$ cat src/emi_glue_consts.svh
`ifndef EMI_GLUE_CONSTS_SVH
`define EMI_GLUE_CONSTS_SVH

// Clock periods in ns
`define CLK_NS              20
`define CPU_CLK_NS          50
`define HALF_CYCLE_NS       25
`define SERIAL_CLK_NS       50

// Cycle lengths of the memory port and the video micro-port
`define BASIC_CPU_CLKS      4
`define UPORT_WR_SCLKS      5
`define UPORT_RD_SCLKS      7
`define VIDEO_WR_CPU_CLKS   6
`define VIDEO_RD_CPU_CLKS   7

// Wait strobe delay line
`define WAIT_LINE_LEN       16
`define TAP_W               4
`define WR_DELAY_RESET      ((`VIDEO_WR_CPU_CLKS - `BASIC_CPU_CLKS) * `CPU_CLK_NS / `CLK_NS)
`define RD_EXTRA_RESET      (((`VIDEO_RD_CPU_CLKS - `VIDEO_WR_CPU_CLKS) * `CPU_CLK_NS + `CLK_NS - 1) / `CLK_NS)

// Memory organisation: two banks of eight 256K x 4 devices, 32-bit words
`define BANK_ADDR_BIT       20

// Configuration decoder
`define CFG_TOP_BIT         31
`define CFG_INDEX_LSB       2
`define CFG_INDEX_W         6
`define CFG_TABLE           64'h0000_00F3_5A0C_91E6

`endif

$ cat src/emi_glue_pkg.sv
package emi_glue_pkg;

	typedef enum logic [1:0]
	{
		ACC_IDLE,
		ACC_WRITE,
		ACC_READ
	} access_t;

endpackage

$ cat src/config_decoder.sv
`timescale 1ns/1ps
`default_nettype none
`include "emi_glue_consts.svh"

module config_decoder
(
	input  wire logic        clk_i,
	input  wire logic        rst_n_i,
	input  wire logic        scan_active_i,
	input  wire logic [31:0] scan_addr_i,
	output logic             config_bit_input_o
);

	// Configuration pattern, one bit per scanned word address
	localparam logic [63:0] CFG_ROM = `CFG_TABLE;

	logic cfg_out;
	logic next_cfg_out;
	logic hit;

	always_comb
	begin
		hit = CFG_ROM[scan_addr_i[`CFG_INDEX_LSB +: `CFG_INDEX_W]];
		if (scan_addr_i[`CFG_TOP_BIT])
			next_cfg_out = ~hit;
		else if (scan_active_i)
			next_cfg_out = 1'b0;
		else
			next_cfg_out = 1'b1;
	end

	always_ff @(posedge clk_i or negedge rst_n_i)
	begin
		if (!rst_n_i)
			cfg_out <= 1'b1;
		else
			cfg_out <= next_cfg_out;
	end

	assign config_bit_input_o = cfg_out;

	a_cfg_read_hit: assert property (@(posedge clk_i) disable iff (!rst_n_i)
		scan_addr_i[`CFG_TOP_BIT] && CFG_ROM[scan_addr_i[`CFG_INDEX_LSB +: `CFG_INDEX_W]]
		|=> !config_bit_input_o)
		else $error("decoder did not answer 0 for a set bit");

	a_cfg_read_miss: assert property (@(posedge clk_i) disable iff (!rst_n_i)
		scan_addr_i[`CFG_TOP_BIT] && !CFG_ROM[scan_addr_i[`CFG_INDEX_LSB +: `CFG_INDEX_W]]
		|=> config_bit_input_o)
		else $error("decoder did not answer 1 for a clear bit");

	a_cfg_scan_low: assert property (@(posedge clk_i) disable iff (!rst_n_i)
		scan_active_i && !scan_addr_i[`CFG_TOP_BIT] |=> !config_bit_input_o)
		else $error("config input not held low during scan");

	a_cfg_idle_high: assert property (@(posedge clk_i) disable iff (!rst_n_i)
		!scan_active_i && !scan_addr_i[`CFG_TOP_BIT] |=> config_bit_input_o)
		else $error("decoder answered outside the read cycle");

endmodule // config_decoder

`default_nettype wire

$ cat src/emi_wait_and_config_glue.sv
`timescale 1ns/1ps
`default_nettype none
`include "emi_glue_consts.svh"

module emi_wait_and_config_glue
(
	input  wire logic               clk_i,
	input  wire logic               reset_n_i,
	input  wire logic               wait_insert_strobe_n_i,
	input  wire logic               video_select_i,
	input  wire logic               read_not_write_i,
	input  wire logic [31:0]        mem_addr_i,
	input  wire logic               timing_load_i,
	input  wire logic [`TAP_W-1:0]  write_delay_i,
	input  wire logic [`TAP_W-1:0]  read_extra_i,
	input  wire logic [7:0]         serial_period_ns_i,
	input  wire logic               cpu_in_reset_i,
	input  wire logic [31:0]        muxed_addr_data_pins_i,
	output logic                    wait_request_in_o,
	output logic [1:0]              bank_select_o,
	output logic                    wait_timing_short_o,
	output logic                    config_bit_input_o
);

	logic                     rst_meta;
	logic                     rst_n;

	emi_glue_pkg::access_t    access;
	emi_glue_pkg::access_t    next_access;
	logic [`WAIT_LINE_LEN-1:0] delay_line;
	logic [`WAIT_LINE_LEN-1:0] next_delay_line;
	logic [`TAP_W-1:0]        wr_delay;
	logic [`TAP_W-1:0]        next_wr_delay;
	logic [`TAP_W-1:0]        rd_extra;
	logic [`TAP_W-1:0]        next_rd_extra;
	logic [`TAP_W-1:0]        tap;
	logic                     strobe_act;
	logic                     wait_q;
	logic                     next_wait;
	logic [1:0]               bank_q;
	logic [1:0]               next_bank;
	logic                     short_q;
	logic                     next_short;

	// Reset release through two flops; assertion stays asynchronous
	always_ff @(posedge clk_i or negedge reset_n_i)
	begin
		if (!reset_n_i)
		begin
			rst_meta <= 1'b0;
			rst_n    <= 1'b0;
		end
		else
		begin
			rst_meta <= 1'b1;
			rst_n    <= rst_meta;
		end
	end

	// Nanoseconds that a micro-port access of n serial clocks needs
	function automatic logic [15:0] uport_need_ns(input logic [3:0] sclks,
		input logic [7:0] period);
		uport_need_ns = 16'(sclks) * 16'(period);
	endfunction

	// True while the strobe sits in any stage up to the tap; a single tap
	// would leave a gap whenever the strobe is shorter than the delay
	function automatic logic window_hit(input logic [`WAIT_LINE_LEN-1:0] line,
		input logic [`TAP_W-1:0] last);
		window_hit = 1'b0;
		for (int i = 0; i < `WAIT_LINE_LEN; i++)
			if (i <= int'(last) && line[i])
				window_hit = 1'b1;
	endfunction

	// Nanoseconds the extended processor cycle provides for a given delay tap
	function automatic logic [15:0] cycle_give_ns(input logic [`TAP_W:0] taps);
		cycle_give_ns = 16'(`BASIC_CPU_CLKS * `CPU_CLK_NS) + 16'(taps) * 16'(`CLK_NS);
	endfunction

	assign strobe_act = !wait_insert_strobe_n_i;

	// Wait timing registers, reloaded while timing_load_i is high
	always_comb
	begin
		next_wr_delay = wr_delay;
		next_rd_extra = rd_extra;
		if (timing_load_i)
		begin
			next_wr_delay = write_delay_i;
			next_rd_extra = read_extra_i;
		end
	end

	always_ff @(posedge clk_i or negedge rst_n)
	begin
		if (!rst_n)
		begin
			wr_delay <= `TAP_W'(`WR_DELAY_RESET);
			rd_extra <= `TAP_W'(`RD_EXTRA_RESET);
		end
		else
		begin
			wr_delay <= next_wr_delay;
			rd_extra <= next_rd_extra;
		end
	end

	// Direction of the current video access and the wait strobe delay line
	always_comb
	begin
		next_delay_line = {delay_line[`WAIT_LINE_LEN-2:0], strobe_act};
		next_access     = access;
		case (access)
			emi_glue_pkg::ACC_IDLE:
				if (strobe_act && video_select_i)
					next_access = read_not_write_i ? emi_glue_pkg::ACC_READ
						: emi_glue_pkg::ACC_WRITE;
			emi_glue_pkg::ACC_WRITE,
			emi_glue_pkg::ACC_READ:
				if (!strobe_act && !wait_q)
					next_access = emi_glue_pkg::ACC_IDLE;
			default:
				next_access = emi_glue_pkg::ACC_IDLE;
		endcase
	end

	// Reads tap one extra wait state further down the line; direction is
	// latched at strobe start so a late change cannot shorten the cycle
	always_comb
	begin
		if (access == emi_glue_pkg::ACC_READ
			|| (access == emi_glue_pkg::ACC_IDLE && read_not_write_i))
			tap = `TAP_W'(wr_delay + rd_extra);
		else
			tap = wr_delay;
	end

	// Wait raised the clock after strobe start, held until the delayed copy has passed the tap
	always_comb
	begin
		next_wait = video_select_i && (strobe_act || window_hit(delay_line, tap));
	end

	always_ff @(posedge clk_i or negedge rst_n)
	begin
		if (!rst_n)
		begin
			access     <= emi_glue_pkg::ACC_IDLE;
			delay_line <= '0;
			wait_q     <= 1'b0;
		end
		else
		begin
			access     <= next_access;
			delay_line <= next_delay_line;
			wait_q     <= next_wait;
		end
	end

	// Combinational so a deselect drops wait in the same cycle
	assign wait_request_in_o = wait_q && video_select_i;

	// Bank select and wait sufficiency check
	always_comb
	begin
		next_bank = mem_addr_i[`BANK_ADDR_BIT] ? 2'h2 : 2'h1;
		next_short = (uport_need_ns(4'(`UPORT_WR_SCLKS), serial_period_ns_i)
			> cycle_give_ns({1'b0, wr_delay}))
			|| (uport_need_ns(4'(`UPORT_RD_SCLKS), serial_period_ns_i)
			> cycle_give_ns({1'b0, wr_delay} + {1'b0, rd_extra}));
	end

	always_ff @(posedge clk_i or negedge rst_n)
	begin
		if (!rst_n)
		begin
			bank_q  <= 2'h1;
			short_q <= 1'b0;
		end
		else
		begin
			bank_q  <= next_bank;
			short_q <= next_short;
		end
	end

	assign bank_select_o       = bank_q;
	assign wait_timing_short_o = short_q;

	// Later selects after configuration are harmless, so no lockout here
	config_decoder u_config_decoder
	(
		.clk_i              (clk_i),
		.rst_n_i            (rst_n),
		.scan_active_i      (cpu_in_reset_i),
		.scan_addr_i        (muxed_addr_data_pins_i),
		.config_bit_input_o (config_bit_input_o)
	);

	a_no_wait_idle: assert property (@(posedge clk_i) disable iff (!rst_n)
		!video_select_i |-> !wait_request_in_o)
		else $error("wait raised for a non-video access");

	a_wait_follows_strobe: assert property (@(posedge clk_i) disable iff (!rst_n)
		video_select_i && strobe_act ##1 video_select_i |-> wait_request_in_o)
		else $error("video access strobe not routed to wait");

	a_read_tap_hold: assert property (@(posedge clk_i) disable iff (!rst_n)
		video_select_i && read_not_write_i && delay_line[`TAP_W'(wr_delay + rd_extra)]
		##1 video_select_i |-> wait_request_in_o)
		else $error("read wait not extended by delayed strobe");

	a_wait_release: assert property (@(posedge clk_i) disable iff (!rst_n)
		!strobe_act && !window_hit(delay_line, tap) |=> !wait_request_in_o)
		else $error("wait held after strobe and delay ended");

	a_write_stretch: assert property (@(posedge clk_i) disable iff (!rst_n)
		video_select_i && !read_not_write_i && $fell(strobe_act) && wr_delay == 4'h5
		&& !timing_load_i
		|-> (video_select_i && !read_not_write_i) [*5] |=> wait_request_in_o)
		else $error("write wait shorter than programmed delay");

	a_short_flag: assert property (@(posedge clk_i) disable iff (!rst_n)
		uport_need_ns(4'(`UPORT_WR_SCLKS), serial_period_ns_i) > cycle_give_ns({1'b0, wr_delay})
		|=> wait_timing_short_o)
		else $error("insufficient wait timing not flagged");

	a_bank_onehot: assert property (@(posedge clk_i) disable iff (!rst_n)
		##1 $onehot(bank_select_o) && (bank_select_o[1] == $past(mem_addr_i[`BANK_ADDR_BIT])))
		else $error("bank select not one-hot from address");

	a_timing_load: assert property (@(posedge clk_i) disable iff (!rst_n)
		timing_load_i |=> wr_delay == $past(write_delay_i) && rd_extra == $past(read_extra_i))
		else $error("wait timing not reprogrammed on load");

endmodule // emi_wait_and_config_glue

`default_nettype wire

$ cat config.mk
export PLATFORM = sky130hd
export DESIGN_NAME = emi_wait_and_config_glue
export DESIGN_NICKNAME = d
export VERILOG_FILES = /design/src/emi_glue_pkg.sv /design/src/config_decoder.sv /design/src/emi_wait_and_config_glue.sv
export VERILOG_INCLUDE_DIRS = /design/src
export SDC_FILE = /design/constraint.sdc
export NUM_CORES = 1
export LEC_CHECK = 0
export BUFFER_PORTS_ARGS = -buffer_cell sky130_fd_sc_hd__clkbuf_2
export CELL_PAD_IN_SITES_DETAIL_PLACEMENT = 1
export CELL_PAD_IN_SITES_GLOBAL_PLACEMENT = 2
export CORE_ASPECT_RATIO = 0.75
export CORE_UTILIZATION = 29
export CTS_BUF_LIST = sky130_fd_sc_hd__clkbuf_4 sky130_fd_sc_hd__clkbuf_8
export DETAILED_ROUTE_END_ITERATION = 10
export PLACE_DENSITY = 0.74
export SETUP_SLACK_MARGIN = 0.02
export SLEW_MARGIN = 5
export SYNTH_ARGS = -nofsm -noshare
export SYNTH_HDL_FRONTEND = slang
export SYNTH_SLANG_ARGS = --single-unit
$ cat constraint.sdc
create_clock -name clk_i -period 0.9 [get_ports clk_i]
set_input_delay 0.09 -clock clk_i [delete_from_list [all_inputs] [get_ports clk_i]]
set_output_delay 0.09 -clock clk_i [all_outputs]
set_load 0.02 [all_outputs]
# --- After elaboration in Yosys (flattened, before gate mapping) ---
# Memories as Yosys holds them, arrays and structs flattened.
# Index checks and enable logic that the tools add are counted.
op_classes:
  mux: 25
  n_eq_ne: 4
  add_sub_neg: 4
  magnitude_cmp: 18
  mul: 4
  reduce_logical: 28
  n_bitwise: 1
ops:
  columns: ["cell", "count"]
  rows:
  - ["less-or-equal comparator 4 bit, first input constant", 8]
  - ["multiplier 3 x 8 -> 11 bit, first input constant", 2]
  - ["logical AND 1 bit", 20]
  - ["two-way mux 1 bit", 19]
  - ["less-or-equal comparator 3 x 4 -> 1 bit, first input constant", 4]
  - ["adder 8 x 10 -> 11 bit, first input constant", 1]
  - ["greater-than comparator 11 x 10 -> 1 bit", 1]
  - ["greater-than comparator 11 bit", 1]
  - ["adder 8 x 9 -> 10 bit, first input constant", 1]
  - ["less-or-equal comparator 2 x 4 -> 1 bit, first input constant", 2]
  - ["multiplier 5 x 3 -> 8 bit, second input constant", 1]
  - ["two-way mux 2 bit", 4]
  - ["< comparator 6 x 7 -> 1 bit, second input constant", 1]
  - ["multiplier 4 x 3 -> 7 bit, second input constant", 1]
  - ["adder 4 x 4 -> 5 bit", 1]
  - ["adder 4 bit", 1]
  - ["less-or-equal comparator 1 x 4 -> 1 bit, first input constant", 1]
  - ["two-way mux 4 bit", 1]
  - ["inequality test 2 bit, second input constant", 2]
  - ["case mux 2 bit (2 select lines)", 1]
  - ["logical OR 1 bit", 3]
  - ["== test 2 x 1 -> 1 bit, second input constant", 1]
  - ["== test 2 bit, second input constant", 1]
  - ["logical NOT 1 bit", 2]
  - ["other kinds (4)", 4]
totals:
  reg_bits: 33
  wordCells: 95
  romBits: 64
  output_inout_bits: 5
  n_memories: 1
memory_table:
  columns: ["name", "words", "word_bits", "read_ports", "rd_clocked_by_memory_dff", "write_ports", "line_no", "rtl"]
  rows:
  - ["(name not given)", 64, 1, 1, 0, 0, "config_decoder.sv:23", "hit = CFG_ROM[scan_addr_i[`CFG_INDEX_LSB +: `CFG_INDEX_W]];"]

# --- Logic depth before layout (Yosys ltp) ---
logic_depth:
  word_depth: 23
  depth_mapped: 20
  ltp_nobuf: 20

# --- Modules after synthesis ---
# From an unflattened synthesis, not the netlist that was laid out.
hier_totals:
  cells_unflattened: 325
  area_unflattened_um2: 3223.1
by_module_without_submodules:
  columns: ["module", "area_each_um2", "seq_area_each_um2", "n_inst", "cells_each"]
  rows:
  - ["emi_wait_and_config_glue", 3061.7, 807.0, 1, 304]
  - ["config_decoder", 161.4, 26.3, 1, 21]

# --- Least setup slack after synthesis ---
# OpenSTA, ideal clock, no wires.
synth_timing:
  kind: "flip-flop to flip-flop"
  start: "register wr_delay[1]"
  end: "register short_q (netlist: wait_timing_short_o)"
  n_path_buf: 1
  path_slack_ns: -3.622
  t_required_ns: 0.774
  arrival_time_ns: 4.397
  stages_incl_launch_ff: 21
  cell_sequence: "dfrtp_1 > ha_1 > a21o_1 > a21oi_1 > xnor2_1 > buf_2 > ha_1 > ha_1 > fa_1 > a31oi_1 > mux2_2 > o22ai_1 > nor3_1 > xnor2_1 > ha_1 > o21ai_0 > nand2b_1 > a21oi_1 > nor2_1 > a221oi_1 > nand2_1"
synth_via:
  elab_chain_len: 5
  elab_cells_between_ends: 8
synth_lines:
  columns: ["element", "line_no", "rtl"]
  rows:
  - ["start: declaration", "emi_wait_and_config_glue.sv:32", "logic [`TAP_W-1:0] wr_delay;"]
  - ["start signal: assignment", "emi_wait_and_config_glue.sv:99", "wr_delay <= `TAP_W'(`WR_DELAY_RESET);"]
  - ["start signal: assignment", "emi_wait_and_config_glue.sv:104", "wr_delay <= next_wr_delay;"]
  - ["adder 4 x 4 -> 5 bit", "emi_wait_and_config_glue.sv:171", "> cycle_give_ns({1'b0, wr_delay} + {1'b0, rd_extra}));"]
  - ["multiplier 5 x 3 -> 8 bit", "emi_wait_and_config_glue.sv:78", "cycle_give_ns = 16'(`BASIC_CPU_CLKS * `CPU_CLK_NS) + 16'(taps) * 16'(`CLK_NS);"]
  - ["adder 8 x 10 -> 11 bit", "emi_wait_and_config_glue.sv:78", null]
  - ["greater-than comparator 11 bit", "emi_wait_and_config_glue.sv:170", "|| (uport_need_ns(4'(`UPORT_RD_SCLKS), serial_period_ns_i)"]
  - ["logical OR 1 bit (*)", "emi_wait_and_config_glue.sv:168", "next_short = (uport_need_ns(4'(`UPORT_WR_SCLKS), serial_period_ns_i)"]
  - ["net next_short", "emi_wait_and_config_glue.sv:43", "logic next_short;"]
  - ["end signal: assignment", "emi_wait_and_config_glue.sv:184", "short_q <= next_short;"]
  - ["end: declaration", "emi_wait_and_config_glue.sv:42", "logic short_q;"]
# Mark *: on every way through the listed nets, which the timed path passes. The rest lies on a longest branch.
# A chain may end at the register's enable or synchronous reset.

# --- Worst setup path in the final report ---
layout_timing:
  start: "register rd_extra[1]"
  end: "register short_q (netlist: wait_timing_short_o)"
layout_via:
  elab_chain_len: 5
layout_lines:
  columns: ["element", "line_no", "rtl"]
  rows:
  - ["start: declaration", "emi_wait_and_config_glue.sv:34", "logic [`TAP_W-1:0] rd_extra;"]
  - ["start signal: assignment", "emi_wait_and_config_glue.sv:100", "rd_extra <= `TAP_W'(`RD_EXTRA_RESET);"]
  - ["start signal: assignment", "emi_wait_and_config_glue.sv:105", "rd_extra <= next_rd_extra;"]
  - ["adder 4 x 4 -> 5 bit", "emi_wait_and_config_glue.sv:171", null]
  - ["multiplier 5 x 3 -> 8 bit", "emi_wait_and_config_glue.sv:78", null]
  - ["adder 8 x 10 -> 11 bit", "emi_wait_and_config_glue.sv:78", null]
  - ["greater-than comparator 11 bit", "emi_wait_and_config_glue.sv:170", null]
  - ["logical OR 1 bit", "emi_wait_and_config_glue.sv:168", null]
  - ["net next_short", "emi_wait_and_config_glue.sv:43", null]
# The timed path passes the listed nets, and every way through them passes these cells.

==> results.yml <==
synthesis:
  syn_area_sq_um: 3150
  count_of_different_cell_masters_after_synthesis: 44
  postSynthNetCount: 478
  synth_enable_flop_cells: 0
  avgSynthCellArea_sq_um: 9.81
  synth-seq-cells: 33
  ys_dominant_reg_cell: "dfrtp_1"
  synth.area.top_cells: "ha_1 (23%), dfrtp_1 (21%), fa_1 (7.6%)"
  yosysSeqAreaShare_pct: 26.5
  yosys_warnings: 0
  synth_largest_type_area_fraction_pct: 23.0
  syn_inst: 321
  netlist.top_cell.by_area: "ha_1"
  postSynth.asyncResetShare_pct: 100
placed_design:
  dp.final_hpwl_mm: 7.57
  place_worst_setup_slack_ps: -3560
  buffer_ports.inserted: 35
  gpl.final_weighted_congestion: 0.781
job:
  max_cap_violations: 0
cts:
  clkLatencyLatePin_ps: 280
  cts.root.buffer_cell: "clkbuf_8"
  cts-buffers-inserted: 5
  clkTransAtPathRegs_ps: 70
  cts_h_tree_lvls: 2
  cts_tree: "built"
  cts.sink_count: 33
  clock_path_buffers: 2
layout:
  mostFrequentLayoutCell: "buf_4"
  final_net_count: 617
  synthToLayoutAreaGrowth_pct: 50.5
  num_antenna_cells: 0
  layout.cells.most_common_list: "buf_4 (86), ha_1 (52), clkbuf_2 (28), dfrtp_1 (25), inv_1 (24)"
  layout_cell_share_with_drive_strength_beyond_1_pct: 42.1
drt:
  drt-wirelength-per-cell_um: 15.0
  drt_pass1_iterations: 4
  routed_wl_mm: 8.96
  vias_per_cell: 4.85
  via_count: 2898
  drc_violation_count_after_routing: 0
  route.antenna.remaining_nets: 0
  drt_first_iter_violations: 47
timing:
  post-route-period-util_pct: 475
  tightestPinTransition_ps: 525
  relSlewSlack_pct: 65.0
  grt_setup_unrepaired: "yes"
  timing.hold.ws_ps: 33.2
  setup_viol_count_final: 10
  fin_worst_skew_ps: 5.42
  finalHoldViolations: 0
  fin_crit_ps: 4270
  maxSlewViolCount: 0
  post-route-worst-setup-slack_ps: -3370
  clock.fmax_ghz: 0.234
global_route:
  wire_length_of_the_first_global_routing_pass_mm: 15.4
  via_count_of_the_first_global_routing_pass: 3270
  pin_count_of_the_biggest_net_entering_global_routing: 22
  groute.usage.overall_pct: 17.1
  grt.overflow.total: 0
  grt_antenna_before_repair: 0
setup_path:
  timing.critical_path.to_type: "register"
  critPathMaxFanout: 4
  cp_data_arrival_time_ps: 4430
  worst_ep_required_time_ps: 1060
  critPathLaunchType: "register"
  setup.worst_path.class: "reg -> reg"
outcome:
  violated_checks: "setup timing"
  result_of_the_run: "complete, but fails checks"
floorplanning:
  die_y_um: 92.3
  floorplan.core_area_sq_um: 10400
  number_of_ports_placed_on_the_die_boundary: 92
  die_area_sq_um: 11300
  initial_util_pct: 30.3
  die_w_um: 122
  core.rowCount: 32
power:
  power.density_cell_area_nw_per_um2: 2580
  power.ir.vdd_worst_uv: 864
  static-leakage-power_nw: 2.27
min_path:
  worstHoldPathType: "in -> reg"
## critical path: stages, from the launching register on
cell and delay, ps:
dfstp_2 550, ha_4 190, a21o_1 180, a21oi_2 190
xnor2_2 160, ha_4 250, ha_4 160, fa_1 510
a31oi_4 220, mux2_4 330, o22ai_2 150, nor3_2 60
xnor2_1 140, ha_1 290, o21ai_1 150, nand2b_1 80
a21oi_2 160, nor2_2 50, a221oi_2 220, nand2_1 100
## cell families after synthesis
family | count (synthesis) | synth area share, %
flops | 33 | 26.5
mux | 13 | 4.65
xor+xnor | 23 | 6.40
other cells | 1 | 0.119
compound gates | 84 | 17.2
fa+ha+maj | 70 | 30.7
buf+inv | 30 | 3.62
simple gates | 67 | 10.9
## what timing repair did
item | 4_1_cts | 5_1_grt
gates cloned | 0 | 0
hold buffers | 5 | 0
buffers inserted | 1 | 4
resized for setup | 36 | 24
endpoints found under the hold margin | 6 | 0
pin swaps | 22 | 7
endpoints found under the setup margin | 15 | 15
## power breakdown
part / internal [W] / total [W] / switching [W]
Sequential: 0.00166 / 0.00179 / 0.000131
Combinational: 0.00480 / 0.00919 / 0.00439
Clock: 0.000691 / 0.00123 / 0.000542
Total: 0.00715 / 0.0122 / 0.00506
## area by class of cell
cell class	instances	area (sq um)
Multi-Input combinational cell	258	2460
Clock inverter	1	5.00
Tap cell	136	170
Inverter	28	123
Timing Repair Buffer	134	1040
Clock buffer	7	96.3
Sequential cell	33	836
Fill cell	1201	5670
## per-layer routing
layer / wire length, um / track usage [%]
met1: 4330 / 23.2
met3: 175 / 2.18
met4: 35 / 2.24
met2: 4420 / 29.4
met5: 0 / 0
## synth_stat cells, types with 4 or more instances
library cell	instances
dfstp_2	6
mux2_2	10
nand3_1	7
nand2_1	17
fa_1	12
o31ai_1	4
o21bai_1	4
ha_1	58
nor3_1	11
a21oi_1	29
nand2b_1	7
a21o_1	10
o21ai_0	15
nor2_1	9
nor2b_1	6
a31oi_1	4
dfrtp_1	27
xor2_1	4
inv_1	28
xnor2_1	19
## state kept, by name, indices dropped and copies added, names as in the netlist
register / flops
wait_timing_short_o: 1
wait_q: 1
bank_select_o: 2
u_config_decoder.config_bit_input_o: 1
wr_delay: 4
rst_meta: 1
access: 2
rd_extra: 4
delay_line: 16
rst_n: 1
## worst paths after layout
| kind | from | cells past startpoint | endpoint | slack, ps |
|---|---|---|---|---|
| setup / recovery | rd_extra[1]$_DFFE_PN1P_ | 19 | wait_timing_short_o$_DFF_PN0_ | -3370 |
| hold / removal | read_extra_i[2] | 2 | rd_extra[2]$_DFFE_PN0P_ | 30 |
| setup reg to reg | rd_extra[1]$_DFFE_PN1P_ | 19 | wait_timing_short_o$_DFF_PN0_ | -3370 |
| hold reg to reg | rst_n$_DFF_PN0_ | 0 | rd_extra[2]$_DFFE_PN0P_ | 150 |
| max in group asynchronous | rst_n$_DFF_PN0_ | 1 | delay_line[4]$_DFF_PN0_ | 350 |
| min in group asynchronous | reset_n_i | 2 | rst_meta$_DFF_PN0_ | 110 |
## per-stage QoR
stage	total power, W	setup TNS [ps]	cells	utilization, %	cell area, sq um
after floorplan	0.00684	-5320	321	-	3290
after global placement	0.00980	-6090	582	41.5	4320
after detailed placement	0.0102	-6480	582	41.5	4320
after CTS	0.0121	-6170	596	44.6	4640
after global routing	0.0133	-6940	597	45.5	4740
final	0.0122	-6100	597	45.5	4740
(Power assumes the default switching activity.)
